## config.mk

```make
export PLATFORM = sky130hd
export DESIGN_NAME = efr_recorder
export DESIGN_NICKNAME = d
export VERILOG_FILES = /design/src/efr_pkg.sv /design/src/efr_flag_decode.sv /design/src/efr_recorder.sv
export VERILOG_INCLUDE_DIRS = /design/src
export SDC_FILE = /design/constraint.sdc
export NUM_CORES = 1
export LEC_CHECK = 0
export ABC_CLOCK_PERIOD_IN_PS = 9840
export BUFFER_PORTS_ARGS = -buffer_cell sky130_fd_sc_hd__buf_2
export CAP_MARGIN = 20
export CORE_UTILIZATION = 57
export CTS_CLUSTER_DIAMETER = 50
export DETAILED_ROUTE_END_ITERATION = 7
export PLACE_DENSITY = 0.8
export SLEW_MARGIN = 5
export SYNTH_ARGS = -nofsm -noshare
export SYNTH_HDL_FRONTEND = slang
export SYNTH_HIERARCHICAL = 1
export SYNTH_SLANG_ARGS = --single-unit
```

## constraint.sdc

```tcl
create_clock -name core_clk -period 9.84 [get_ports core_clk]
set_input_delay 0.492 -clock core_clk [delete_from_list [all_inputs] [get_ports core_clk]]
set_output_delay 0.492 -clock core_clk [all_outputs]
set_load 0.05 [all_outputs]
```

## src/efr_consts.svh

```systemverilog
`ifndef EFR_CONSTS_SVH
`define EFR_CONSTS_SVH
`define EFR_REC_SIZE        16
`define EFR_REC_ADDR_OFS    0
`define EFR_REC_ERR_OFS     8
`define EFR_REC_RSV_OFS     12
`define EFR_PPD_ALIGN       32
`define EFR_PPD_LIN_OFS     0
`define EFR_PPD_SRC_OFS     8
`define EFR_PPD_META_OFS    16
`define EFR_PPD_CTL_OFS     24
`define EFR_EC_P            0
`define EFR_EC_WR           1
`define EFR_EC_US           2
`define EFR_EC_RSVD         3
`define EFR_EC_ID           4
`define EFR_EC_PK           5
`define EFR_EC_MAP          15
`define EFR_FL_R            0
`define EFR_FL_W            1
`define EFR_FL_X            2
`define EFR_FL_PEND         3
`define EFR_FL_MOD          4
`define EFR_FL_PR           5
`define EFR_FL_TYPE_LO      8
`define EFR_FL_RSV_MASK     64'hFFFF_FFFF_FFFF_00C0
`define EFR_TYPE_MAX        8'h04
// bus register word offsets
`define EFR_REG_CAP         4'h0
`define EFR_REG_SEL         4'h1
`define EFR_REG_GPR_OFS     4'h2
`define EFR_REG_MSIZE       4'h3
`define EFR_REG_MBASE       4'h4
`define EFR_REG_STAT        4'h5
`define EFR_REG_ADDR_LO     4'h6
`define EFR_REG_ADDR_HI     4'h7
`define EFR_REG_FAULT_ERROR_CODE       4'h8
`define EFR_REG_FLAGS_LO    4'h9
`define EFR_REG_FLAGS_HI    4'hA
`define EFR_REG_DEC         4'hB
`define EFR_REG_PPD         4'hC
`define EFR_CAP_RST         32'h0000_0001
`define EFR_GPR_OFS_RST     32'h0000_0100
`endif

```

## src/efr_pkg.sv

```systemverilog
package efr_pkg;
  typedef enum logic [1:0] {
    EFR_NONE,
    EFR_GP,
    EFR_PF
  } efr_fault_t;

  typedef struct packed {
    logic        valid;
    efr_fault_t  kind;
    logic [63:0] lin_addr;
    logic        present;
    logic        write;
    logic        user;
    logic        rsvd_bit;
    logic        fetch;
    logic        pkey;
    logic        map_fault;
    logic [15:0] gp_code;
  } efr_fault_in_t;

  typedef struct packed {
    logic        valid;
    logic [31:0] frame_ofs;
    logic [63:0] lin_addr;
    logic [31:0] err_code;
    logic [31:0] reserved;
  } efr_record_t;

  typedef struct packed {
    logic       ok;
    logic       rd;
    logic       wr;
    logic       ex;
    logic       pending;
    logic       page_flag_a;
    logic       restrict_busy;
    logic [7:0] page_type;
  } efr_flag_dec_t;
endpackage

```

## src/efr_flag_decode.sv

```systemverilog
`timescale 1ns/1ps
`include "efr_consts.svh"
module efr_flag_decode
  import efr_pkg::*;
(
  // descriptor flags word
  input  wire logic [63:0] flags,
  // decoded view
  output efr_flag_dec_t    dec
);
  logic [7:0] ptype;
  assign ptype = flags[`EFR_FL_TYPE_LO +: 8];
  always_comb begin
    dec.rd            = flags[`EFR_FL_R];
    dec.wr            = flags[`EFR_FL_W];
    dec.ex            = flags[`EFR_FL_X];
    dec.pending       = flags[`EFR_FL_PEND];
    dec.page_flag_a      = flags[`EFR_FL_MOD];
    dec.restrict_busy = flags[`EFR_FL_PR];
    dec.page_type     = ptype;
    dec.ok            = ((flags & `EFR_FL_RSV_MASK) == 64'h0000_0000_0000_0000)
                        && (ptype <= `EFR_TYPE_MAX);
  end
endmodule

```

## src/efr_recorder.sv

```systemverilog
`timescale 1ns/1ps
`include "efr_consts.svh"
module efr_recorder
  import efr_pkg::*;
(
  // clock and reset
  input  wire logic        core_clk,
  input  wire logic        sys_rst,
  // avalon-mm slave
  input  wire logic [5:0]  avs_address,
  input  wire logic        avs_read,
  input  wire logic        avs_write,
  input  wire logic [31:0] avs_writedata,
  input  wire logic [3:0]  avs_byteenable,
  output logic [31:0]      avs_readdata,
  output logic             avs_waitrequest,
  // fault report from the core
  input  efr_fault_in_t    fault_in,
  // record write toward the save frame
  output efr_record_t      rec_out
);
  // registers
  logic [31:0]   cap_mask;
  logic [31:0]   component_select_mask;
  logic [31:0]   gpr_ofs;
  logic [63:0]   flags_word;
  logic [63:0]   ppd_addr;
  logic [31:0]   rec_count;
  logic [31:0]   drop_count;
  efr_record_t   last_rec;
  logic          acc_done;
  logic [31:0]   rdata;
  logic [31:0]   next_cap_mask;
  logic [31:0]   next_sel;
  logic [31:0]   next_gpr_ofs;
  logic [63:0]   next_flags_word;
  logic [63:0]   next_ppd_addr;
  logic [31:0]   next_rec_count;
  logic [31:0]   next_drop_count;
  efr_record_t   next_last_rec;
  efr_record_t   next_rec_out;
  logic          next_acc_done;
  logic [31:0]   next_rdata;
  logic          next_wait;
  efr_flag_dec_t fdec;
  logic [31:0]   misc_size;
  logic [31:0]   misc_base;
  logic [31:0]   pf_code;
  logic          enabled;
  logic          ppd_aligned;

  efr_flag_decode u_dec (
    .flags (flags_word),
    .dec   (fdec)
  );

  // size of a defined component; later components have no size yet
  function automatic logic [31:0] comp_size(input int idx);
    comp_size = (idx == 0) ? 32'(`EFR_REC_SIZE) : 32'h0000_0000;
  endfunction

  // highest selected and capable component offset below the register area plus its size
  always_comb begin
    misc_size = 32'h0000_0000;
    if (cap_mask != 32'h0000_0000) begin
      for (int i = 0; i < 32; i++) begin
        if (component_select_mask[i] && cap_mask[i]) begin
          misc_size = 32'(`EFR_REC_SIZE) * 32'(i + 1) - 32'(`EFR_REC_SIZE)
                      + comp_size(i);
        end
      end
    end
  end
  assign misc_base = gpr_ofs - misc_size;

  // exception record enabled only when both capability and select agree
  assign enabled = cap_mask[0] && component_select_mask[0];

  always_comb begin
    pf_code                = 32'h0000_0000;
    pf_code[`EFR_EC_P]     = fault_in.present;
    pf_code[`EFR_EC_WR]    = fault_in.write;
    pf_code[`EFR_EC_US]    = 1'b1;
    pf_code[`EFR_EC_RSVD]  = fault_in.rsvd_bit;
    pf_code[`EFR_EC_ID]    = fault_in.fetch;
    pf_code[`EFR_EC_PK]    = fault_in.pkey;
    pf_code[`EFR_EC_MAP]   = fault_in.map_fault;
  end

  assign ppd_aligned = (ppd_addr[4:0] == 5'h00);

  // fault capture
  always_comb begin
    next_rec_out       = '0;
    next_last_rec      = last_rec;
    next_rec_count     = rec_count;
    next_drop_count    = drop_count;
    if (fault_in.valid && fault_in.kind != EFR_NONE) begin
      if (!enabled || (fault_in.kind == EFR_PF && !fault_in.user)) begin
        next_drop_count = drop_count + 32'h0000_0001;
      end else begin
        next_rec_out.valid     = 1'b1;
        next_rec_out.frame_ofs = gpr_ofs - 32'(`EFR_REC_SIZE);
        next_rec_out.reserved  = 32'h0000_0000;
        if (fault_in.kind == EFR_PF) begin
          next_rec_out.lin_addr = fault_in.lin_addr;
          next_rec_out.err_code = pf_code;
        end else begin
          next_rec_out.lin_addr = 64'h0000_0000_0000_0000;
          next_rec_out.err_code = {16'h0000, fault_in.gp_code};
        end
        next_last_rec  = next_rec_out;
        next_rec_count = rec_count + 32'h0000_0001;
      end
    end
  end

  // byte-lane merge
  function automatic logic [31:0] merge(input logic [31:0] old, input logic [31:0] nw,
                                        input logic [3:0] be);
    logic [31:0] r;
    r = old;
    for (int b = 0; b < 4; b++) begin
      if (be[b]) r[b*8 +: 8] = nw[b*8 +: 8];
    end
    merge = r;
  endfunction

  // bus slave: one wait cycle, answer on the second
  always_comb begin
    next_cap_mask   = cap_mask;
    next_sel        = component_select_mask;
    next_gpr_ofs    = gpr_ofs;
    next_flags_word = flags_word;
    next_ppd_addr   = ppd_addr;
    next_rdata      = rdata;
    next_acc_done   = 1'b0;
    next_wait       = 1'b1;
    if ((avs_read || avs_write) && !acc_done) begin
      next_acc_done = 1'b1;
      next_wait     = 1'b0;
      next_rdata    = 32'h0000_0000;
      if (avs_read && avs_address[5:4] == 2'b00) begin
        case (avs_address[3:0])
          `EFR_REG_CAP:      next_rdata = cap_mask;
          `EFR_REG_SEL:      next_rdata = component_select_mask;
          `EFR_REG_GPR_OFS:  next_rdata = gpr_ofs;
          `EFR_REG_MSIZE:    next_rdata = misc_size;
          `EFR_REG_MBASE:    next_rdata = misc_base;
          `EFR_REG_STAT:     next_rdata = {rec_count[15:0], drop_count[15:0]};
          `EFR_REG_ADDR_LO:  next_rdata = last_rec.lin_addr[31:0];
          `EFR_REG_ADDR_HI:  next_rdata = last_rec.lin_addr[63:32];
          `EFR_REG_FAULT_ERROR_CODE:    next_rdata = last_rec.err_code;
          `EFR_REG_FLAGS_LO: next_rdata = flags_word[31:0];
          `EFR_REG_FLAGS_HI: next_rdata = flags_word[63:32];
          `EFR_REG_DEC:      next_rdata = {fdec.page_type, 16'h0000, ppd_aligned, fdec.ok,
                                           fdec.restrict_busy, fdec.page_flag_a, fdec.pending,
                                           fdec.ex, fdec.wr, fdec.rd};
          `EFR_REG_PPD:      next_rdata = ppd_addr[31:0];
          default:           next_rdata = 32'h0000_0000;
        endcase
      end
    end
    // writes land at the edge where the master sees waitrequest low; aliases ignored
    if (avs_write && acc_done && avs_address[5:4] == 2'b00) begin
        case (avs_address[3:0])
          `EFR_REG_CAP:      next_cap_mask   = merge(cap_mask, avs_writedata, avs_byteenable);
          `EFR_REG_SEL:      next_sel        = merge(component_select_mask, avs_writedata,
                                                     avs_byteenable);
          `EFR_REG_GPR_OFS:  next_gpr_ofs    = merge(gpr_ofs, avs_writedata, avs_byteenable);
          `EFR_REG_FLAGS_LO: next_flags_word[31:0]  = merge(flags_word[31:0], avs_writedata,
                                                            avs_byteenable);
          `EFR_REG_FLAGS_HI: next_flags_word[63:32] = merge(flags_word[63:32], avs_writedata,
                                                            avs_byteenable);
          `EFR_REG_PPD:      next_ppd_addr[31:0] = merge(ppd_addr[31:0], avs_writedata,
                                                         avs_byteenable);
          default: begin
          end
        endcase
    end
  end

  always_ff @(posedge core_clk) begin
    if (sys_rst) begin
      cap_mask              <= `EFR_CAP_RST;
      component_select_mask <= 32'h0000_0000;
      gpr_ofs               <= `EFR_GPR_OFS_RST;
      flags_word            <= 64'h0000_0000_0000_0000;
      ppd_addr              <= 64'h0000_0000_0000_0000;
      rec_count             <= 32'h0000_0000;
      drop_count            <= 32'h0000_0000;
      last_rec              <= '0;
      rec_out               <= '0;
      acc_done              <= 1'b0;
      rdata                 <= 32'h0000_0000;
      avs_readdata          <= 32'h0000_0000;
      avs_waitrequest       <= 1'b1;
    end else begin
      cap_mask              <= next_cap_mask;
      component_select_mask <= next_sel;
      gpr_ofs               <= next_gpr_ofs;
      flags_word            <= next_flags_word;
      ppd_addr              <= next_ppd_addr;
      rec_count             <= next_rec_count;
      drop_count            <= next_drop_count;
      last_rec              <= next_last_rec;
      rec_out               <= next_rec_out;
      acc_done              <= next_acc_done;
      rdata                 <= next_rdata;
      avs_readdata          <= next_rdata;
      avs_waitrequest       <= next_wait;
    end
  end
endmodule

```

### Word-level counts from Yosys, hierarchy flattened

Cells that the tools add are included.

* add/subtract/negate cells: 4
* magnitude comparators: 1
* eq/ne operators: 13
* multiplexer cells: 39
* bitwise gates (word level): 2
* reductions and logical operators: 78

Operators by type and width (count)
* $mux 32: 33
* $pmux 32 s13: 1
* $mux 161: 1
* $mux 96: 1
* $reduce_and 3->1: 24
* $add 32x1->32 const B: 2
* $logic_not 64->1: 1
* $logic_and 1x1->1: 39
* $reduce_bool 32->1: 1
* $sub 32x32->32: 1
* $sub 32x5->32 const B: 1
* $eq 4x4->1 const B: 5
* $eq 4x3->1 const B: 4
* $eq 4x2->1 const B: 2
* $le 8x3->1 const B: 1
* $logic_not 5->1: 1
* $mux 5: 1
* $eq 4x1->1 const B: 1
* $logic_not 4->1: 1
* $reduce_and 2->1: 2
* $logic_not 1->1: 3
* $reduce_or 3->1: 1
* $eq 2x2->1 const B: 1
* $logic_not 2->1: 1
* 5 further kinds: 8

* flip-flop bits (word level): 547
* output and inout port bits: 194

### Depth between registers and ports, before layout

Gate-level depths: netlist of the first run.

* word-level depth: 37
* gate-level depth with buffers: 14

### Modules after synthesis

The synthesis of the first run kept the hierarchy.

By module, submodules not included
* efr_recorder: times used 1, cells an instance 2234, area each 19393.6 um2
* efr_flag_decode: times used 1, cells an instance 34, area each 239.0 um2

### Worst setup path before layout of the first run

No wires, ideal clock.

* path type: register to register
* start point: register cap_mask[23]
* end point: register rdata[26]
* library setup time: 122 ps
* arrival: 3083 ps
* slack: 6636 ps
* cell stages (with the launch flop): 15
* path through: dfxtp_1 nand2_1 a32o_1 a221oi_1 o311ai_0 nand2_1 ha_1 inv_1 fa_1 a211oi_1 o21ai_1 nor3_4 nand2_1 xnor2_1 a221o_1

* longest elaborated chain between the ends: 14
* elaborated cells on any way between the ends: 15
* those cells by class: 1 x add/sub; 12 x mux; 2 x reduce/logical

Ends and longest elaborated chain
* from (decl): RTL line efr_recorder.sv:23 `logic [31:0] cap_mask;`
* from (signal assigned): RTL line efr_recorder.sv:185 `` cap_mask <= `EFR_CAP_RST; ``
* from (signal assigned): RTL line efr_recorder.sv:199 `cap_mask <= next_cap_mask;`
* $logic_and 1x1->1: RTL line efr_recorder.sv:67 `if (component_select_mask[i] && cap_mask[i]) begin`
* $mux 32 (9 in a row): RTL line efr_recorder.sv:67
* $mux 32 (*): RTL line efr_recorder.sv:65 `if (cap_mask != 32'h0000_0000) begin`
* $sub 32x32->32: RTL line efr_recorder.sv:74 `assign misc_base = gpr_ofs - misc_size;`
* $pmux 32 s13 (*): RTL line efr_recorder.sv:144 `case (avs_address[3:0])`
* $mux 32 (*): RTL line efr_recorder.sv:143 `if (avs_read && avs_address[5:4] == 2'b00) begin`
* to (signal assigned): RTL line efr_recorder.sv:209 `rdata <= next_rdata;`
* to (decl): RTL line efr_recorder.sv:32 `logic [31:0] rdata;`

Every way passes the cells marked *; elsewhere a longest branch is shown, timed or not.
A chain may end at the register's enable or synchronous reset.

### Final worst setup path of the first run

Ends and elaborated chain as after synthesis.

==> results by group, run 1 <==
Synth
  – Yosys top cell by area: dfxtp_1
  – Compound-Gate Fraction of Synth Area: 0.198
  – Post-synthesis simple-gate area fraction: 0.218
  – Synthesized area: 19,600 um2
  – Multiplexer share of the synthesized area: 0.0231
  – Top cells by count, synth: dfxtp_1, nand2_1, a21oi_1
  – Async SR Flop Fraction: 0
  – Synth warnings: 6
  – FF+latch count, synth: 451
  – Number of synthesized flops with an enable pin: 0
  – Synthesized area per cell: 8.66 um2
  – Synth Instances: 2,268
  – Top cells by area, synth: dfxtp_1, a21oi_1, nand2_1
  – Post-synthesis adder-cell area fraction: 0.00612
  – Post-synth top area share: 0.460
  – Top-count cell post-synth: dfxtp_1
  – Post-synthesis xor/xnor area fraction: 0.0339
  – Number of distinct library cells after synthesis: 76
  – Post-synthesis sequential area ratio: 0.460
  – Largest family of logic cells by synthesized area: simple AND/OR/NAND/NOR gates
  – Top FF cell, synth: dfxtp_1

Job
  – Max cap viols: 0

Clocking
  – Clk_lat worst skew: 580 ps
  – Clk slew on worst S/H paths: 70 ps
  – Number of buffers created by CTS: 48
  – CTS Sinks: 451
  – Clk root buf: clkbuf_16
  – TritonCTS clock tree: done
  – CTS hold repair buffers: 0
  – H-tree Lvls: 2
  – Setup bufs post-CTS: 0
  – Clock Path Buffers: 3
  – Cts repair resizes: 0

Place
  – Routability congestion estimate: around 1
  – Inst Count DP: roughly 2.8k
  – Hpwl dp: 55,400 um
  – PortBufs: 281

Floorplan
  – Row count: 67
  – Die Height: 188 um
  – Die Wd: 188 um
  – Initial Utilization: 0.583
  – Area of the core: between 30,000 and 40,000 um2
  – IO Count: between 300 and 400
  – Die area: approximately 35,000 um2

STA
  – Layout Skew: 19.0 ps
  – RSZ-0062 raised after global routing: false
  – Post-layout minimum cycle time: 4030 ps
  – Fin crit share: 0.409
  – Fin. max-slew vios: 0
  – Hold Worst Slack: 162 ps
  – Rel. slew slack: 0.159
  – Max Freq: 248 MHz
  – Worst slew pin tran: 1260 ps
  – Hold Fails Final Rpt: 0
  – Final setup viols: 0
  – Setup TNS Final: 0 ps

Critical path
  – Critical path origin: cap_mask[23]
  – Arr. time, crit path: 4500 ps
  – CP max FO: 7
  – Worst setup SP type: register
  – Crit end category: register
  – Req. time, crit path: 10,310 ps
  – Crit Reg-Reg Startpoint: cap_mask[23]
  – Crit Path Category: register to register

Global route
  – GRT met1 Usage: 0.528
  – Antenna violations before repair: 1
  – First-pass GRT wire length: approximately 110,000 um
  – Total gr overflow: 0
  – Met2 Use GR: 0.666
  – Vias in the first global route: 18.0k
  – GRT Max-Usage Layer: met2
  – Largest net degree at the start of global routing: 107
  – Total GRT Usage: 0.427
  – GRT met3 Usage: 0.0940

Route
  – Final ANT Viol Nets: 0
  – Routed WL: 77,600 um
  – Vias per cell: 6.49
  – DRC viols: 12
  – Vias: 19.0k
  – Drt first pass iters: 8
  – Drt wl/cell: 26.5 um
  – Initial drt markers: roughly 2.3k

Power
  – Peak VDD IR: 0.197 mV
  – Power density cells: 176 nW/um2
  – Pleak: around 9.7 nW

Min path
  – Worst hold-check path type: primary input to register
  – Hold path start: fault_in[80]

Finish
  – Area Overhead vs Synth: 15.0%
  – Layout cells sized above 1: 0.182
  – Finished Layout Cells: 2,929
  – Final core utilization: 0.670
  – Ant. Diodes: 0
  – Nets: 2,591

Status
  – Outcome: finished with violations
  – Violated checks: design-rule violations
## path summary, 6_finish.rpt
check,to,slack (ps),cells past startpoint
worst max register to register,rdata[26],5810,14
worst min register to register,last_rec[109],450,1
worst min-delay path,rec_out[121],160,2
worst max-delay path,rdata[26],5810,14
## worst max-delay path: stages, from the launching register on
cell and delay (ps):
dfxtp_1 410, nand2_1 80, a32o_1 270, a221oi_1 490, o311ai_0 320, nand2_1 160, ha_1 190, inv_1 60
fa_1 420, a211oi_1 300, o21ai_1 330, nor3_4 300, nand2_1 110, xnor2_1 160, a221o_1 320
## cells by family after synthesis
| kind of cell | Yosys count |
|---|---|
| AOI/OAI and AO/OA | 580 |
| xor gates and xnor gates | 76 |
| adders and majority gates | 9 |
| buffers and inverters | 239 |
| DFF | 451 |
| muxes | 41 |
| other | 1 |
| and+or+nand+nor | 871 |
## stage by stage
step	setup slack (ps)	instance area, um2	total power, mW
final	5810	22600	3.97
after global routing	5620	22600	4.05
after CTS	5920	22500	3.96
after detailed placement	5930	20900	2.09
after global placement	6060	20900	2.09
after floorplan	6640	19800	2.01
## registers in the layout (all words and copies together), names as in the netlist, 32 cells and up
name / count
rec_out: 113
last_rec: 80
flags_word: 64
cap_mask: 32
component_select_mask: 32
gpr_ofs: 32
ppd_addr: 32
rdata: 32
## power by group
part / switching (mW) / internal, mW / total [mW]
clock: 0.795 / 1.11 / 1.91
combinational: 0.182 / 0.0441 / 0.226
sequential: 0.00274 / 1.83 / 1.83
## cell type report
class | count | area [um2]
Clock buffer | 60 | 1310
Clock inverter | 25 | 342
Fill cell | 2816 | 11100
Inverter | 8 | 30.0
Multi-Input combinational cell | 1625 | 9640
Sequential cell | 451 | 9030
Tap cell | 448 | 561
Timing Repair Buffer | 312 | 1660
## placed cells by master, fill, tap and decap left out, types with 15 or more instances in the layout
cell type,instances
a21o_1,83
a21oi_1,238
a221oi_1,22
a222oi_1,20
a22o_1,45
a22oi_1,50
and2_1,15
and3_1,83
buf_2,280
buf_4,30
clkbuf_16,49
conb_1,48
dfxtp_1,451
mux2_2,21
mux2i_1,19
nand2_1,315
nand3_1,221
nor2_1,113
nor4_1,18
o21ai_0,29
xnor2_1,25
xor2_1,51
## metal layers
| layer | wire [um] | share of wire | vias up |
|---|---|---|---|
| met1 | 28600 | 0.37 | 9048 |
| met2 | 34900 | 0.45 | 1246 |
| met4 | 5810 | 0.075 | 2 |
| met5 | 17 | 0.00022 | - |
| met3 | 8270 | 0.11 | 293 |
| li1 | - | - | 8419 |
(Power assumes the default switching activity.)
==> run 2: changes to the inputs <==
Settings changed: ABC_CLOCK_PERIOD_IN_PS 9840 to 3300, CORE_UTILIZATION 57 to 51, PLACE_DENSITY 0.8 to 0.75.
Clock period 9.84 ns to 3.3 ns, I/O delays scaled along.
==> results by group, run 2 (synthesis results as in run 1) <==
Status
  – Outcome: completed

Global route
  – Vias in the first global route: 19.0k (+5.5%)
  – Antenna violations before repair: 2 (+1)
  – Total GRT Usage: 0.403 (-0.0235)
  – First-pass GRT wire length: 118,000 um (+4.3%)
  – Largest net degree at the start of global routing: 87 (-19%)
  – Total gr overflow: 0 (unchanged)

Clocking
  – Clock Path Buffers: 3 (unchanged)
  – Clk root buf: clkbuf_16
  – Clk_lat worst skew: 610 ps (+30 ps)
  – Number of buffers created by CTS: 51 (+6.3%)
  – H-tree Lvls: 2 (unchanged)
  – Clk slew on worst S/H paths: 60 ps (about the same)
  – TritonCTS clock tree: done
  – CTS Sinks: 451 (unchanged)

Finish
  – Nets: 2,846 (+9.8%)
  – Final core utilization: 0.670 (+0.000741)
  – Layout cells sized above 1: 0.224 (+0.0423)
  – Biggest register: rec_out
  – Finished Layout Cells: 3,253 (+11%)
  – Top flop regs: rec_out (113), last_rec (80), flags_word (64)
  – Max reg flops: 113 (unchanged)
  – Highest-count cells in the layout ignoring fill and taps: dfxtp_1, nand2_1, buf_2, a21oi_1, nand3_1
  – Commonest non-fill, non-tap cell in the layout: dfxtp_1
  – Area Overhead vs Synth: 28.9%

Floorplan
  – Die Height: 198 um (+5.7%)
  – Area of the core: 37,800 um2 (+12%)
  – Die Wd: 198 um (+5.7%)
  – IO Count: 330 (unchanged)
  – Die area: 39,300 um2 (+12%)
  – Row count: 71 (+6.0%)
  – Initial Utilization: 0.520 (-0.0626)

Min path
  – Worst hold-check path type: primary input to register

Critical path
  – CP max stage delay: 450 ps (-40 ps)
  – Req. time, crit path: 3760 ps (-6550 ps)
  – Slowest cell on crit path: or4_4
  – Worst setup SP type: register
  – R2r setup slk: 50 ps (-5760 ps)
  – Top delay family on crit path: compound AO/OA/AOI/OAI gates
  – Buffer and inverter count on the worst path: 2 (+1)
  – Worst path cell trace: a22o_1 -> a222oi_1 -> a21oi_2 -> o21ai_1 -> a21oi_1 -> buf_4 -> buf_6 -> fa_2 -> a211oi_4 -> o21ai_4 -> or4_4 -> xor2_1 -> o221ai_1
  – Arr. time, crit path: 3700 ps (-800 ps)
  – Crit end category: register
  – CP max FO: 5 (-2)
  – Crit Path Category: register to register

Place
  – Worst slack, placed: -193 ps (-6120 ps)
  – Routability congestion estimate: 1.08 (+8.4%)
  – Hpwl dp: 57,800 um (+4.3%)
  – Inst Count DP: 3,030 (+6.6%)
  – PortBufs: 281 (unchanged)

Power
  – Clock power share: 0.493 (+0.012)
  – Sw Pwr: 3.00 mW (+210%)
  – Net Sw Frac: 0.241 (-0.00599)
  – Peak VDD IR: 0.388 mV (+97%)
  – Sequential Power Share: 0.439 (-0.023)
  – P_int: 9.43 mW (+220%)
  – Pleak: 11.0 nW (+14%)
  – Combinational power share: 0.067 (+0.010)
  – Power density cells: 491 nW/um2 (+180%)

STA
  – Fin crit share: 0.984 (+0.575)
  – Worst slew pin tran: 1070 ps (-186 ps)
  – Rel. slew slack: 0.285 (+0.126)
  – Post-route setup slack: 52.2 ps (-5760 ps)
  – RSZ-0062 raised after global routing: true
  – Final setup viols: 0 (unchanged)
  – Post-layout minimum cycle time: 3250 ps (-780 ps)
  – Hold Fails Final Rpt: 0 (unchanged)
  – Layout Skew: 17.4 ps (-1.64 ps)
  – Fin. max-slew vios: 0 (unchanged)
  – Max Freq: 308 MHz (+24%)

Route
  – Drt wl/cell: 25.2 um (-4.8%)
  – Wl on met1: 30,100 um (+5.0%)
  – Drt first pass iters: 6 (-2)
  – Wire length on met2: 38,200 um (+9.6%)
  – Final ANT Viol Nets: 0 (unchanged)
  – DR top layer: met4
  – Vias: 20.3k (+7.0%)
  – Vias per cell: 6.25 (-3.7%)
  – Routed WL: 82,100 um (+5.7%)
  – DRC viols: 0 (-12)
  – Initial drt markers: 2,452 (+4.6%)
  – Met3 WL: 8270 um (about the same)

Job
  – Max cap viols: 0 (unchanged)
## run 2: final timing paths
kind,start,endpoint,cells past startpoint
worst max register to register,component_select_mask[8],rdata[14],13
worst max-delay path,component_select_mask[8],rdata[14],13
worst min-delay path,fault_in[21],last_rec[33],4
worst min register to register,last_rec[72],last_rec[72],1
## run 2: worst min-delay path, delay by kind of cell
family          cells  cell delay, ps
compound gates      2             250
buf+inv             1             100
simple gates        1              50
## run 2: power by group through the flow
stage	clock (mW)	sequential, mW	combinational, mW
finish	6.13	5.46	0.837
floorplan	0	5.59	0.405
CTS	6.13	5.46	0.787
global placement	0	5.58	0.676
global route	6.36	5.46	0.849
detailed placement	0	5.58	0.679
## run 2: per-layer routing
layer | vias up | global-route usage
met1 | 9750 | 0.492
met4 | 0 | 0.259
met3 | 316 | 0.0751
li1 | 8937 | -
met5 | - | 0
met2 | 1331 | 0.652
## run 2: area by class of cell
class | count | area [um2]
Fill cell | 3031 | 12400
Clock buffer | 69 | 1460
Inverter | 8 | 30.0
Timing Repair Buffer | 564 | 3990
Tap cell | 511 | 639
Antenna cell | 2 | 5.00
Sequential cell | 451 | 9030
Clock inverter | 23 | 343
Multi-Input combinational cell | 1625 | 9820
## run 2: through the flow
| stage | instance area, um2 | hold WS, ps | total power [mW] | TNS (ps) |
|---|---|---|---|---|
| 2_1_floorplan | 19800 | 310 | 5.99 | 0 |
| 3_3_place_gp | 22000 | 427 | 6.26 | -712 |
| 3_5_place_dp | 22000 | 422 | 6.26 | -1420 |
| 4_1_cts | 25100 | 0.669 | 12.4 | 0 |
| 5_1_grt | 25300 | 38.9 | 12.7 | -110 |
| 6_report | 25300 | 9.87 | 12.4 | 0 |
## run 2: repair_timing
action                                 CTS  global route
hold buffers                           122             0
pin swaps                                2            23
resized for setup                        9            38
setup endpoints to repair               17            20
buffers inserted                         0             5
endpoints found under the hold margin  350             0
gates cloned                             0             0
